===== src/common/tcsw_pkg.sv =====
// Constants and types shared by the two-channel switch controller
package tcsw_pkg;

  // Clock period of clk_i
  localparam int CLK_PERIOD_NS = 50;

  // Interrupt pulse minimums, in ns as printed
  localparam int IRQ_LOW_PULSE_MIN_NS = 1000;
  localparam int IRQ_HIGH_PULSE_MIN_NS = 500;
  // Interrupt output deadlines, in ns
  localparam int IRQ_ASSERT_DELAY_NS = 4000;
  localparam int IRQ_RELEASE_DELAY_NS = 2000;

  // Least times round up to whole cycles
  localparam int IRQ_LOW_CYC_I =
    (IRQ_LOW_PULSE_MIN_NS + CLK_PERIOD_NS - 1) / CLK_PERIOD_NS;
  localparam int IRQ_HIGH_CYC_I =
    (IRQ_HIGH_PULSE_MIN_NS + CLK_PERIOD_NS - 1) / CLK_PERIOD_NS;
  localparam int FILT_W = 5;
  localparam logic [FILT_W-1:0] IRQ_LOW_CYC = FILT_W'(IRQ_LOW_CYC_I);
  localparam logic [FILT_W-1:0] IRQ_HIGH_CYC = FILT_W'(IRQ_HIGH_CYC_I);

  // Reset pin timing, in ns (met by the asynchronous reset path)
  localparam int RESET_LOW_MIN_WIDTH_NS = 4;
  localparam int RESET_SDA_CLEAR_MAX_NS = 500;
  localparam int RESET_TO_START_RECOVERY_NS = 0;

  // Fixed upper part of the slave address (arbitrary value)
  localparam logic [4:0] ADDR_FIXED = 5'h15;

  // Control byte layout
  localparam int CH0_BIT = 0;
  localparam int CH1_BIT = 1;
  localparam int IRQ0_BIT = 4;
  localparam int IRQ1_BIT = 5;
  localparam logic [7:0] CTRL_RESET = 8'h00;

  // Serial framing
  localparam logic [3:0] BYTE_BITS = 4'h8;
  localparam logic [3:0] CNT_ZERO = 4'h0;
  localparam logic [3:0] CNT_ONE = 4'h1;

  // Serial state machine
  typedef enum logic [2:0] {
    ST_IDLE,
    ST_ADDR,
    ST_AACK,
    ST_WRITE,
    ST_WACK,
    ST_READ,
    ST_RACK
  } tcsw_state_e;

endpackage


===== src/core/tcsw_ctrl.sv =====
// Serial slave, control byte and interrupt logic of the switch
`timescale 1ns/10ps

module tcsw_ctrl (
  input wire logic clk_i,
  input wire logic rstn_i,
  input wire logic ext_reset_n_i,
  input wire logic scl_i,
  input wire logic sda_i,
  output logic sda_o,
  output logic sda_oe_o,
  input wire logic addr_sel_bit0_i,
  input wire logic addr_sel_bit1_i,
  input wire logic chan0_irq_in_n_i,
  input wire logic chan1_irq_in_n_i,
  output logic irq_n_o,
  output logic [1:0] chan_en_o
);

  // Combined reset: power-on and pin, both asynchronous
  logic arst_n; // Low while either reset is active
  assign arst_n = rstn_i & ext_reset_n_i;

  // Synchroniser stages for bus lines
  logic scl_meta; // First stage, read only by scl_sync
  logic scl_sync; // Second stage
  logic scl_prev; // Previous synced clock
  logic sda_meta; // First stage, read only by sda_sync
  logic sda_sync; // Second stage
  logic sda_prev; // Previous synced data

  // Synchroniser stages for address pins and irq inputs
  logic [3:0] pin_meta; // First stages
  logic [3:0] pin_sync; // Second stages

  // Filtered interrupt state, one per channel (1 = active)
  localparam int FILT_W_L = tcsw_pkg::FILT_W;
  logic [1:0] irq_act;
  logic [FILT_W_L-1:0] filt_cnt [2];

  // Serial machine state
  tcsw_pkg::tcsw_state_e state; // Current state
  logic [3:0] bit_cnt; // Bits of current byte
  logic [7:0] rx_shift; // Received bits
  logic [7:0] tx_shift; // Bits to send
  logic rd_mode; // Transfer is a read
  logic mst_ack; // Master acked last read byte

  // Control register content
  logic [1:0] chan_pend; // Selection awaiting stop
  logic [1:0] irq_stat; // Status loaded at read
  logic [7:0] rd_view; // Byte sent again after a master ack

  // Decoded bus events
  logic scl_rise;
  logic scl_fall;
  logic start_det;
  logic stop_det;
  logic addr_hit;

  // Read view of the control byte
  function automatic logic [7:0] ctrl_view(
    input logic [1:0] chan,
    input logic [1:0] irq
  );
    logic [7:0] v;
    v = tcsw_pkg::CTRL_RESET;
    v[tcsw_pkg::CH0_BIT] = chan[0];
    v[tcsw_pkg::CH1_BIT] = chan[1];
    v[tcsw_pkg::IRQ0_BIT] = irq[0];
    v[tcsw_pkg::IRQ1_BIT] = irq[1];
    return v;
  endfunction
  // Repeated read byte keeps the latched status
  assign rd_view = ctrl_view(chan_pend, irq_stat);

  // Bus line synchronisers; reset to idle high
  always_ff @(posedge clk_i or negedge arst_n) begin
    if (!arst_n) begin
      scl_meta <= 1'b1;
      scl_sync <= 1'b1;
      scl_prev <= 1'b1;
      sda_meta <= 1'b1;
      sda_sync <= 1'b1;
      sda_prev <= 1'b1;
    end else begin
      scl_meta <= scl_i;
      scl_sync <= scl_meta;
      scl_prev <= scl_sync;
      sda_meta <= sda_i;
      sda_sync <= sda_meta;
      sda_prev <= sda_sync;
    end
  end

  // Pin synchronisers; irq inputs idle high
  always_ff @(posedge clk_i or negedge arst_n) begin
    if (!arst_n) begin
      pin_meta <= 4'hc;
      pin_sync <= 4'hc;
    end else begin
      pin_meta <= {chan1_irq_in_n_i, chan0_irq_in_n_i,
                   addr_sel_bit1_i, addr_sel_bit0_i};
      pin_sync <= pin_meta;
    end
  end

  // Edge and condition decode from synced lines
  assign scl_rise = scl_sync & ~scl_prev;
  assign scl_fall = ~scl_sync & scl_prev;
  // Data change while clock stays high
  assign start_det = scl_sync & scl_prev &
                     sda_prev & ~sda_sync;
  assign stop_det = scl_sync & scl_prev &
                    ~sda_prev & sda_sync;
  // Fixed part plus two select pins
  assign addr_hit =
    (rx_shift[7:1] == {tcsw_pkg::ADDR_FIXED, pin_sync[1:0]});

  // Glitch filters: level flips only after a full minimum
  for (genvar g = 0; g < 2; g++) begin : g_filt
    logic raw_act; // Input asks for active (low)
    logic [FILT_W_L-1:0] need; // Cycles needed to flip
    assign raw_act = ~pin_sync[2 + g];
    assign need = irq_act[g] ? tcsw_pkg::IRQ_HIGH_CYC
                             : tcsw_pkg::IRQ_LOW_CYC;
    always_ff @(posedge clk_i or negedge arst_n) begin
      if (!arst_n) begin
        irq_act[g] <= 1'b0;
        filt_cnt[g] <= '0;
      end else if (raw_act == irq_act[g]) begin
        // Short pulse ended: discard it
        filt_cnt[g] <= '0;
      end else if (filt_cnt[g] == need - FILT_W_L'(1)) begin
        // Held long enough: accept new level
        irq_act[g] <= raw_act;
        filt_cnt[g] <= '0;
      end else begin
        filt_cnt[g] <= filt_cnt[g] + FILT_W_L'(1);
      end
    end
  end

  // Combined interrupt output, low while any channel active
  always_ff @(posedge clk_i or negedge arst_n) begin
    if (!arst_n) begin
      irq_n_o <= 1'b1;
    end else begin
      irq_n_o <= ~(irq_act[0] | irq_act[1]);
    end
  end

  // Open-drain data value is always low; oe pulls the line
  always_ff @(posedge clk_i or negedge arst_n) begin
    if (!arst_n) begin
      sda_o <= 1'b0;
    end else begin
      sda_o <= 1'b0;
    end
  end

  // Serial slave state machine
  always_ff @(posedge clk_i or negedge arst_n) begin
    if (!arst_n) begin
      // Reset releases the data line at once
      state <= tcsw_pkg::ST_IDLE;
      sda_oe_o <= 1'b0;
      bit_cnt <= tcsw_pkg::CNT_ZERO;
      rx_shift <= tcsw_pkg::CTRL_RESET;
      tx_shift <= tcsw_pkg::CTRL_RESET;
      rd_mode <= 1'b0;
      mst_ack <= 1'b0;
    end else if (start_det) begin
      // Start or repeated start from any state
      state <= tcsw_pkg::ST_ADDR;
      sda_oe_o <= 1'b0;
      bit_cnt <= tcsw_pkg::CNT_ZERO;
    end else if (stop_det) begin
      // Stop ends any transfer
      state <= tcsw_pkg::ST_IDLE;
      sda_oe_o <= 1'b0;
    end else begin
      case (state)
        tcsw_pkg::ST_IDLE: begin
          // Wait for a start
          sda_oe_o <= 1'b0;
        end
        tcsw_pkg::ST_ADDR: begin
          if (scl_rise) begin
            // Sample address bit
            rx_shift <= {rx_shift[6:0], sda_sync};
            bit_cnt <= bit_cnt + tcsw_pkg::CNT_ONE;
          end else if (scl_fall &&
                       bit_cnt == tcsw_pkg::BYTE_BITS) begin
            if (addr_hit) begin
              // Own address: acknowledge
              state <= tcsw_pkg::ST_AACK;
              sda_oe_o <= 1'b1;
              rd_mode <= rx_shift[0];
              tx_shift <= ctrl_view(chan_pend, irq_act);
            end else begin
              // Other slave: stay off the bus
              state <= tcsw_pkg::ST_IDLE;
            end
          end
        end
        tcsw_pkg::ST_AACK: begin
          if (scl_fall) begin
            bit_cnt <= tcsw_pkg::CNT_ZERO;
            if (rd_mode) begin
              // Drive first read bit
              state <= tcsw_pkg::ST_READ;
              sda_oe_o <= ~tx_shift[7];
            end else begin
              // Release for master data
              state <= tcsw_pkg::ST_WRITE;
              sda_oe_o <= 1'b0;
            end
          end
        end
        tcsw_pkg::ST_WRITE: begin
          if (scl_rise) begin
            // Sample data bit
            rx_shift <= {rx_shift[6:0], sda_sync};
            bit_cnt <= bit_cnt + tcsw_pkg::CNT_ONE;
          end else if (scl_fall &&
                       bit_cnt == tcsw_pkg::BYTE_BITS) begin
            // Acknowledge each data byte
            state <= tcsw_pkg::ST_WACK;
            sda_oe_o <= 1'b1;
          end
        end
        tcsw_pkg::ST_WACK: begin
          if (scl_fall) begin
            // Ready for a further byte
            state <= tcsw_pkg::ST_WRITE;
            sda_oe_o <= 1'b0;
            bit_cnt <= tcsw_pkg::CNT_ZERO;
          end
        end
        tcsw_pkg::ST_READ: begin
          if (scl_rise) begin
            bit_cnt <= bit_cnt + tcsw_pkg::CNT_ONE;
          end else if (scl_fall) begin
            if (bit_cnt == tcsw_pkg::BYTE_BITS) begin
              // Release for master ack bit
              state <= tcsw_pkg::ST_RACK;
              sda_oe_o <= 1'b0;
            end else begin
              // Next bit, changed only with clock low
              tx_shift <= {tx_shift[6:0], 1'b0};
              sda_oe_o <= ~tx_shift[6];
            end
          end
        end
        tcsw_pkg::ST_RACK: begin
          if (scl_rise) begin
            // Low means master wants more
            mst_ack <= ~sda_sync;
          end else if (scl_fall) begin
            if (mst_ack) begin
              // Send the byte again
              state <= tcsw_pkg::ST_READ;
              tx_shift <= rd_view;
              sda_oe_o <= ~rd_view[7];
              bit_cnt <= tcsw_pkg::CNT_ZERO;
            end else begin
              // Nack: stay released until stop
              state <= tcsw_pkg::ST_IDLE;
              sda_oe_o <= 1'b0;
            end
          end
        end
        default: begin
          state <= tcsw_pkg::ST_IDLE;
          sda_oe_o <= 1'b0;
        end
      endcase
    end
  end

  // Pending selection: last written byte wins
  always_ff @(posedge clk_i or negedge arst_n) begin
    if (!arst_n) begin
      chan_pend <= tcsw_pkg::CTRL_RESET[1:0];
    end else if (state == tcsw_pkg::ST_WRITE && scl_fall &&
                 bit_cnt == tcsw_pkg::BYTE_BITS &&
                 !start_det && !stop_det) begin
      chan_pend <= {rx_shift[tcsw_pkg::CH1_BIT],
                    rx_shift[tcsw_pkg::CH0_BIT]};
    end
  end

  // Interrupt status, loaded when a read is addressed
  always_ff @(posedge clk_i or negedge arst_n) begin
    if (!arst_n) begin
      irq_stat <= tcsw_pkg::CTRL_RESET[1:0];
    end else if (state == tcsw_pkg::ST_ADDR && scl_fall &&
                 bit_cnt == tcsw_pkg::BYTE_BITS && addr_hit &&
                 rx_shift[0] && !start_det && !stop_det) begin
      irq_stat <= irq_act;
    end
  end

  // Active channels follow the pending byte at stop
  always_ff @(posedge clk_i or negedge arst_n) begin
    if (!arst_n) begin
      chan_en_o <= 2'h0;
    end else if (stop_det) begin
      chan_en_o <= chan_pend;
    end
  end

endmodule


===== config.mk =====
export PLATFORM = sky130hd
export DESIGN_NAME = tcsw_ctrl
export DESIGN_NICKNAME = d
export VERILOG_FILES = /design/src/common/tcsw_pkg.sv /design/src/core/tcsw_ctrl.sv
export SDC_FILE = /design/constraint.sdc
export NUM_CORES = 1
export LEC_CHECK = 0
export ABC_AREA = 1
export BUFFER_PORTS_ARGS = -buffer_cell sky130_fd_sc_hd__clkbuf_2
export CORE_ASPECT_RATIO = 0.6
export CORE_MARGIN = 4
export CORE_UTILIZATION = 60
export CTS_BUF_LIST = sky130_fd_sc_hd__clkbuf_4
export CTS_CLUSTER_SIZE = 12
export DETAILED_ROUTE_END_ITERATION = 7
export PLACE_DENSITY = 0.88
export SLEW_MARGIN = 40
export SYNTH_ARGS = -nofsm -noshare
export SYNTH_HDL_FRONTEND = slang
export SYNTH_SLANG_ARGS = --single-unit

===== constraint.sdc =====
create_clock -name clk_i -period 4.25 [get_ports clk_i]
set_input_delay 0.6375 -clock clk_i [delete_from_list [all_inputs] [get_ports clk_i]]
set_output_delay 0.6375 -clock clk_i [all_outputs]
set_load 0.02 [all_outputs]

**Word level (Yosys, flattened, before mapping)**

Index checks and enable logic that the tools add are counted.

- Bits of input ports: 9
- Bits in registers: 59
- Output and inout bits: 5
- Word-level logic and storage cells: 177

- Eq/ne operators: 40
- Add/subtract/negate cells: 5
- Bitwise logic cells: 23
- Multiplexer cells: 58
- Reduce and logical (&&, ||, !) cells: 28

Operators with widths:

| cell | count |
|---|---|
| two-way mux 8 bit | 9 |
| != test 4 bit (second input constant) | 12 |
| two-way mux 3 bit | 15 |
| two-way mux 5 bit | 6 |
| two-way mux 4 bit | 7 |
| case mux 8 bit (3 select lines) | 1 |
| AND reduction 12 bit | 2 |
| case mux 3 bit (7 select lines) | 1 |
| != test 2 bit (second input constant) | 10 |
| two-way mux 1 bit | 16 |
| NOT 1 bit | 14 |
| != test 3 bit (second input constant) | 4 |
| case mux 4 bit (3 select lines) | 1 |
| logical AND 1 bit | 11 |
| AND reduction 11 bit | 1 |
| adder 5 x 1 -> 5 bit (second input constant) | 2 |
| equality test 5 bit | 2 |
| subtractor 5 x 1 -> 5 bit (second input constant) | 2 |
| equality test 3 bit (second input constant) | 3 |
| AND 1 bit | 8 |
| AND reduction 4 bit | 2 |
| equality test 7 bit | 1 |
| AND reduction 7 bit | 1 |
| equality test 3 x 2 -> 1 bit (second input constant) | 2 |
| other kinds (16) | 21 |

**Depth between registers and ports, before layout**

Gate-level depths: netlist (run 1).

- Depth after elaboration: 8
- Depth in mapped cells: 11
- Depth with buffers taken out: 10

**Worst setup path after synthesis (run 1)**

Ideal clock, no wire load.

- Path type: reg-to-reg
- Start: register sda_sync
- End: register tx_shift[0]
- Data required time: 4.133 ns
- Setup time: 0.117 ns
- Data arrival time: 1.437 ns
- Path buffers: 0
- Clock period less this slack: 1.554 ns
- Stages on the path, launching flop included: 8
- Path slack: 2.696 ns
- Cell sequence: dfstp_2 > nor2_1 > o21ai_1 > nand2_1 > nor2_4 > nand3_4 > nand2_1 > nand2_1

- Word-level cells in the longest chain between the ends: 4
- Elaborated cells on any way between the ends: 6
- Those cells by class: bitwise: 5; reduce/logical: 1

Ends and longest elaborated chain:

| item | RTL line | RTL |
|---|---|---|
| start, declared | tcsw_ctrl.sv:29 | `logic sda_sync;` |
| start signal, assigned | tcsw_ctrl.sv:91 | `sda_sync <= sda_meta;` |
| NOT 1 bit | tcsw_ctrl.sv:113 | `sda_prev & ~sda_sync;` |
| AND 1 bit | tcsw_ctrl.sv:113 |  |
| NOT 1 bit (no line) | -- |  |
| AND reduction 12 bit (no line) * | -- |  |
| end signal, assigned | tcsw_ctrl.sv:170 | `tx_shift <= tcsw_pkg::CTRL_RESET;` |
| end signal, assigned | tcsw_ctrl.sv:200 | `tx_shift <= ctrl_view(chan_pend, irq_act);` |
| end signal, assigned | tcsw_ctrl.sv:251 | `tx_shift <= {tx_shift[6:0], 1'b0};` |
| end, declared | tcsw_ctrl.sv:45 | `logic [7:0] tx_shift;` |

Mark *: on every way between the ends. The rest lies on a longest branch, timed or not.
A chain may end at the register's enable or synchronous reset.

**Final worst setup path (run 1)**

- Start: register state[0]
- End: register sda_oe_o

- Word-level cells in the longest chain between the ends: 4
- Elaborated cells on any way between the ends: 21
- Those cells by class: eq/ne: 17; mux: 3; reduce/logical: 1

Ends and longest elaborated chain:

| item | RTL line | RTL |
|---|---|---|
| start, declared | tcsw_ctrl.sv:42 | `tcsw_pkg::tcsw_state_e state;` |
| start signal, assigned | tcsw_ctrl.sv:166 | `state <= tcsw_pkg::ST_IDLE;` |
| start signal, assigned | tcsw_ctrl.sv:175 | `state <= tcsw_pkg::ST_ADDR;` |
| start signal, assigned | tcsw_ctrl.sv:180 | `state <= tcsw_pkg::ST_IDLE;` |
| equality test 3 bit, or another cell as far along | tcsw_ctrl.sv:183 | `case (state)` |
| case mux 1 bit (6 select lines) | tcsw_ctrl.sv:183 |  |
| two-way mux 1 bit | tcsw_ctrl.sv:178 | `end else if (stop_det) begin` |
| two-way mux 1 bit | tcsw_ctrl.sv:173 | `end else if (start_det) begin` |
| end signal, assigned | tcsw_ctrl.sv:213 | `sda_oe_o <= ~tx_shift[7];` |
| end signal, assigned | tcsw_ctrl.sv:252 | `sda_oe_o <= ~tx_shift[6];` |
| end signal, assigned | tcsw_ctrl.sv:265 | `sda_oe_o <= ~rd_view[7];` |
| end, declared | tcsw_ctrl.sv:11 | `output logic sda_oe_o,` |

Parallel ways exist; a longest one is shown, timed or not.

==> impl_metrics.toml, run 1 <==
[layout]
final_layout_size_suffix_gt1_share_pct = 16.0
diodes = 0
areaGrowthSynthToFinish_pct = 9.30
layout_commonest_cell = "nand2_1"
num-fill-cells = 385
layout_common_cells = "nand2_1 (105), dfrtp_1 (48), inv_1 (41)"
fin_area_um2 = 3160
final-seq-area_um2 = 1490
multi_input_area_um2 = 1190
final_nets = 384

[route]
dr_wl_met3_um = 434
vias = 2292
avgViaCountPerCell = 5.22
first_pass_iters = 5
dr_wl_met2_mm = 2.39
routed_wl_mm = 5.55
wl_per_cell_um = 12.6
drc = 0
drtIter0Drc = 143
wl_met1_mm = 2.64
ant_nets = 0
highest_layer = "met4"

[timing]
tns_ps = 0
relSlewSlack_pct = 52.4
fmax_mhz = 477
skew_ps = 21.1
worst_pin_slew_ps = 711
rsz0062_at_grt = "false"
finalCriticalPeriod_ps = 2100
finalHoldViolations = 0
setup_viol = 0
slew_violations = 0
fin_crit_sh_pct = 49.3

[floorplan]
start_util_pct = 62.8
fp.dieH_um = 61.8
dieArea_um2 = 6030
pin_count = 14
num_rows = 19
die_w_um = 97.7
core_um2 = 4610

[setup_path]
cp.arrival_ps = 2450
crit_chain = "inv_2, nor2_2, inv_2, nor2_1, nor2_1, nand3_1, nand2_1, nand2_1"
start_kind = "flip-flop"
cp-end-kind = "flip-flop"
crit_path_max_incr_delay_ps = 580
slowest_stage = "dfrtp_1"
cp.required_ps = 4600
worstPathMaxFanout = 13
critPathKind = "flip-flop to flip-flop"

[clock_tree]
post-cts-setup-buffers = 0
cts_tree = "yes"
cts.sinks = 59
postCtsHoldBufs = 0
cts_resized = 0
cts_buffers = 9
clkTransAtPathRegs_ps = 110
root_buffer = "clkbuf_4"
htreeDepth = 3
insertion_delay_ps = 420
clock_path_buffers = 2

[run]
maxCapViolations = 0

[global_routing]
grt_pass1_wl_mm = 9.49
grt_max_degree = 38
grt-ovfl-total = 0
grt_usage_pct = 20.7
grt_pass1_vias = 2099
antenna_found_initial = 0

[placement]
port_buffers = 12
hpwl_mm = 4.06
dpl_cell_area_um2 = 3000
gp_congestion = 0.978

[power]
irDropWorstVdd_uv = 293
leakagePower_nw = 1.58
power_density_nw_per_um2 = 379

[logic_synthesis]
syn_nets = 366
postSynthAreaPerCell_um2 = 8.20
ys_types = 30
synth_top_area_share_pct = 41.5
synthTopCellsByArea = "dfrtp_1 (42%), nand2_1 (14%), dfstp_2 (10%)"
syn_inst = 353
yosysWarnings = 0
synth_area_leader_cell = "dfrtp_1"
syn_area_um2 = 2890
seq_area_frac_synth_pct = 51.5
synth_seq_cells = 59

[min_path]
hp-class = "primary input to async pin"

[run_status]
status = "complete, no violations"
-- registers in the layout, indices dropped and copies added, names as in the netlist, 2 cells and up --
register / cells
filt_cnt: 10
rx_shift: 8
state: 3
chan_pend: 2
chan_en_o: 2
pin_meta: 4
irq_act: 2
bit_cnt: 4
tx_shift: 8
pin_sync: 4
irq_stat: 2
-- path summary, 6_finish.rpt --
path,from,end,slack [ps],cells past startpoint
max in group asynchronous,rstn_i,scl_sync$_DFF_PN1_,3200,4
min,ext_reset_n_i,chan_en_o[1]$_DFFE_PN0P_,280,3
min reg2reg,pin_meta[1]$_DFF_PN0_,pin_sync[1]$_DFF_PN0_,350,0
max reg2reg,state[0]$_DFFE_PN0P_,sda_oe_o$_DFFE_PN0P_,2150,8
min in group clk_i,chan1_irq_in_n_i,pin_meta[3]$_DFF_PN1_,290,1
max,state[0]$_DFFE_PN0P_,sda_oe_o$_DFFE_PN0P_,2150,8
-- through the flow --
| step | hold WS [ps] | setup WS [ps] | util (%) | total power, mW | cells |
|---|---|---|---|---|---|
| CTS | 272 | 2190 | 68.6 | 1.20 | 439 |
| global placement | 332 | 2370 | 65.1 | 0.746 | 423 |
| detailed placement | 347 | 2230 | 65.1 | 0.751 | 423 |
| finish | 284 | 2150 | 68.6 | 1.20 | 439 |
| floorplan | 331 | 2130 | - | 0.719 | 353 |
| global route | 259 | 1930 | 68.6 | 1.26 | 439 |
-- per-layer routing --
metal,track usage (%),vias up
li1,-,1150
met5,0,-
met4,7.89,0
met2,32.3,80
met3,8.25,14
met1,26.9,1048
-- where the power goes --
| group | internal [mW] | total (mW) | switching (mW) | leakage (nW) |
|---|---|---|---|---|
| Combinational | 0.0382 | 0.132 | 0.0935 | 0.734 |
| Clock | 0.236 | 0.453 | 0.217 | 0.0796 |
| Sequential | 0.589 | 0.612 | 0.0238 | 0.767 |
| Total | 0.863 | 1.20 | 0.335 | 1.58 |
-- Yosys cell counts --
cell type,n
a21oi_4,1
conb_1,1
nand2_2,7
o22ai_1,2
nand3_2,1
buf_4,2
nand4_1,13
nor2_4,3
nor2_1,40
inv_1,42
buf_2,1
nand3_1,26
dfrtp_1,48
a31o_2,1
nor2_2,1
o21ai_0,17
buf_6,1
a22o_1,2
xor2_1,5
xnor2_1,5
a21oi_1,2
o21ai_1,2
nand2_1,105
ha_1,4
clkbuf_1,2
dfstp_2,11
inv_2,4
nand3_4,1
nand2_4,1
a31oi_1,2
-- worst max-delay path: cells and delay by family, from the launching register on --
family	cells	cell delay (ps)
buffers and inverters	2	200
DFF	1	580
and+or+nand+nor	6	1250
-- area by class of cell --
cell class,instances,area share (%)
Tap cell,63,2.49
Sequential cell,59,47.1
Clock buffer,9,2.14
Timing Repair Buffer,13,2.14
Inverter,46,5.50
Clock inverter,7,2.93
Multi-Input combinational cell,242,37.7
-- kinds of logic after synthesis --
| family | synth area share (%) |
|---|---|
| AND/OR/NAND/NOR | 30.4 |
| flip-flops | 51.5 |
| buffers and inverters | 7.31 |
| AO/OA/AOI/OAI | 5.97 |
| XOR/XNOR | 3.03 |
| adder cells (fa/ha/maj) | 1.73 |
| other | 0.130 |
Note: power is estimated with default switching activity, not from simulation.
==> run 2, diff against run 1 <==
--- a/config.mk
+++ b/config.mk
@@ -9,7 +9,7 @@
 export BUFFER_PORTS_ARGS = -buffer_cell sky130_fd_sc_hd__clkbuf_2
 export CORE_ASPECT_RATIO = 0.6
 export CORE_MARGIN = 4
-export CORE_UTILIZATION = 60
+export CORE_UTILIZATION = 57
 export CTS_BUF_LIST = sky130_fd_sc_hd__clkbuf_4
 export CTS_CLUSTER_SIZE = 12
 export DETAILED_ROUTE_END_ITERATION = 7
==> constraint.sdc (replaced) <==
create_clock -name clk_i -period 1.9 [get_ports clk_i]
set_input_delay 0.285 -clock clk_i [delete_from_list [all_inputs] [get_ports clk_i]]
set_output_delay 0.285 -clock clk_i [all_outputs]
set_load 0.02 [all_outputs]
==> impl_metrics.toml, run 2 (same netlist as run 1, synthesis figures left out) <==
[setup_path]
critPathKind = "flip-flop to flip-flop"
cp-end-kind = "flip-flop"
worstPathMaxFanout = 11
ff2ff_setup_slack_ps = 150
r2r-end = "tx_shift[2]$_DFFE_PN0P_"
reg2reg_from = "state[1]$_DFFE_PN0P_"
r2r_cells = 8
cp.arrival_ps = 2030
start_kind = "flip-flop"
cp.required_ps = 2180

[route]
avgViaCountPerCell = 5.28
wl_per_cell_um = 12.9
vias = 2393
drtIter0Drc = 172
routed_wl_mm = 5.84
ant_nets = 0
first_pass_iters = 4
drc = 0

[global_routing]
antenna_found_initial = 0
grt_pass1_wl_mm = 10.7
grt_pass1_vias = 2310
grt_usage_pct = 21.6
grt-ovfl-total = 0
grt_max_degree = 40

[min_path]
hp-class = "flip-flop to flip-flop"
hold_start = "scl_meta$_DFF_PN1_"
worstHoldEndpoint = "scl_sync$_DFF_PN1_"
worstHoldPathCells = 0

[layout]
reg.largest.list = "filt_cnt: 10 flops, rx_shift: 8 flops, tx_shift: 8 flops"
diodes = 0
final_layout_size_suffix_gt1_share_pct = 16.7
layout_common_cells = "nand2_1 (105), dfrtp_1 (48), inv_1 (41)"
post-route-util_pct = 69.6
largest_reg_flops = 10
final_nets = 398
layout_commonest_cell = "nand2_1"
regMostFlops = "filt_cnt"
areaGrowthSynthToFinish_pct = 13.8

[power]
leakagePower_nw = 1.65
irDropWorstVdd_uv = 713
power_density_nw_per_um2 = 808

[timing]
skew_ps = 11.7
slew_violations = 0
setup_viol = 0
tns_ps = 0
fmax_mhz = 573
fin_crit_sh_pct = 91.9
finalCriticalPeriod_ps = 1750
rsz0062_at_grt = "false"
finalHoldViolations = 0

[run_status]
status = "complete, no violations"

[clock_tree]
cts_tree = "yes"
cts_buffers = 9
clkTransAtPathRegs_ps = 100
cts.sinks = 59
post-cts-setup-buffers = 0
insertion_delay_ps = 400
htreeDepth = 3
clock_path_buffers = 2
root_buffer = "clkbuf_4"

[floorplan]
dieArea_um2 = 6320
core_um2 = 4730
fp.dieH_um = 63.2
pin_count = 14
die_w_um = 100
num_rows = 19
start_util_pct = 61.2

[placement]
gp_congestion = 0.976
port_buffers = 12
hpwl_mm = 4.31

[run]
maxCapViolations = 0
[run 2: worst max path at each step]
stage,slack [ps],startpoint,end
finish,150,state[1]$_DFFE_PN0P_,tx_shift[2]$_DFFE_PN0P_
global route,9,bit_cnt[0]$_DFFE_PN0P_,tx_shift[2]$_DFFE_PN0P_
CTS,170,state[1]$_DFFE_PN0P_,tx_shift[0]$_DFFE_PN0P_
detailed placement,180,state[1]$_DFFE_PN0P_,tx_shift[2]$_DFFE_PN0P_
global placement,270,bit_cnt[0]$_DFFE_PN0P_,tx_shift[3]$_DFFE_PN0P_
floorplan,140,rstn_i,bit_cnt[0]$_DFFE_PN0P_
[run 2: critical path, cell delays in order (launching register included)]
cell and delay [ps]:
dfrtp_1 500, nor2_4 180, nand2_2 190, nor2_1 170, nor2_1 80, nor2_4 210
nand3_4 150, nand2_1 90, nand2_1 50
[run 2: metal layers]
layer	global-route usage, %	vias up	wire length [um]	share of wire (%)
met5	0	-	0	0
met1	29.9	1115	2690	46
li1	-	1173	-	-
met4	9.08	0	124	2.1
met3	7.83	9	494	8.5
met2	30.7	96	2540	43
[run 2: stage by stage]
step | instance area [um2] | std cells | hold slack (ps) | worst slack (ps) | power, mW
after CTS | 3290 | 453 | 352 | 174 | 2.69
after detailed placement | 3060 | 429 | 341 | 185 | 1.70
after global placement | 3060 | 429 | 335 | 270 | 1.68
after floorplan | 2890 | 353 | 289 | 135 | 1.61
after global routing | 3290 | 453 | 363 | 9.01 | 2.81
final | 3290 | 453 | 356 | 154 | 2.66
[run 2: what timing repair did]
action / 4_1_cts / 5_1_grt
hold buffers: 8 / 0
endpoints found under the hold margin: 26 / 0
resized for setup: 0 / 0
[run 2: cell type report]
class | instances | area [um2]
flip-flops and latches | 59 | 1490
fillers | 377 | 1440
multi-input cells | 242 | 1190
repair buffers | 27 | 205
inverters | 46 | 173
clock inverters | 6 | 80.1
well taps | 63 | 78.8
clock buffers | 10 | 75.1
[run 2: power by group]
| part | leakage (nW) | internal [mW] | total, mW | switching [mW] |
|---|---|---|---|---|
| combinational | 0.800 | 0.107 | 0.327 | 0.221 |
| clock | 0.0815 | 0.538 | 0.973 | 0.435 |
| sequential | 0.767 | 1.32 | 1.36 | 0.0465 |
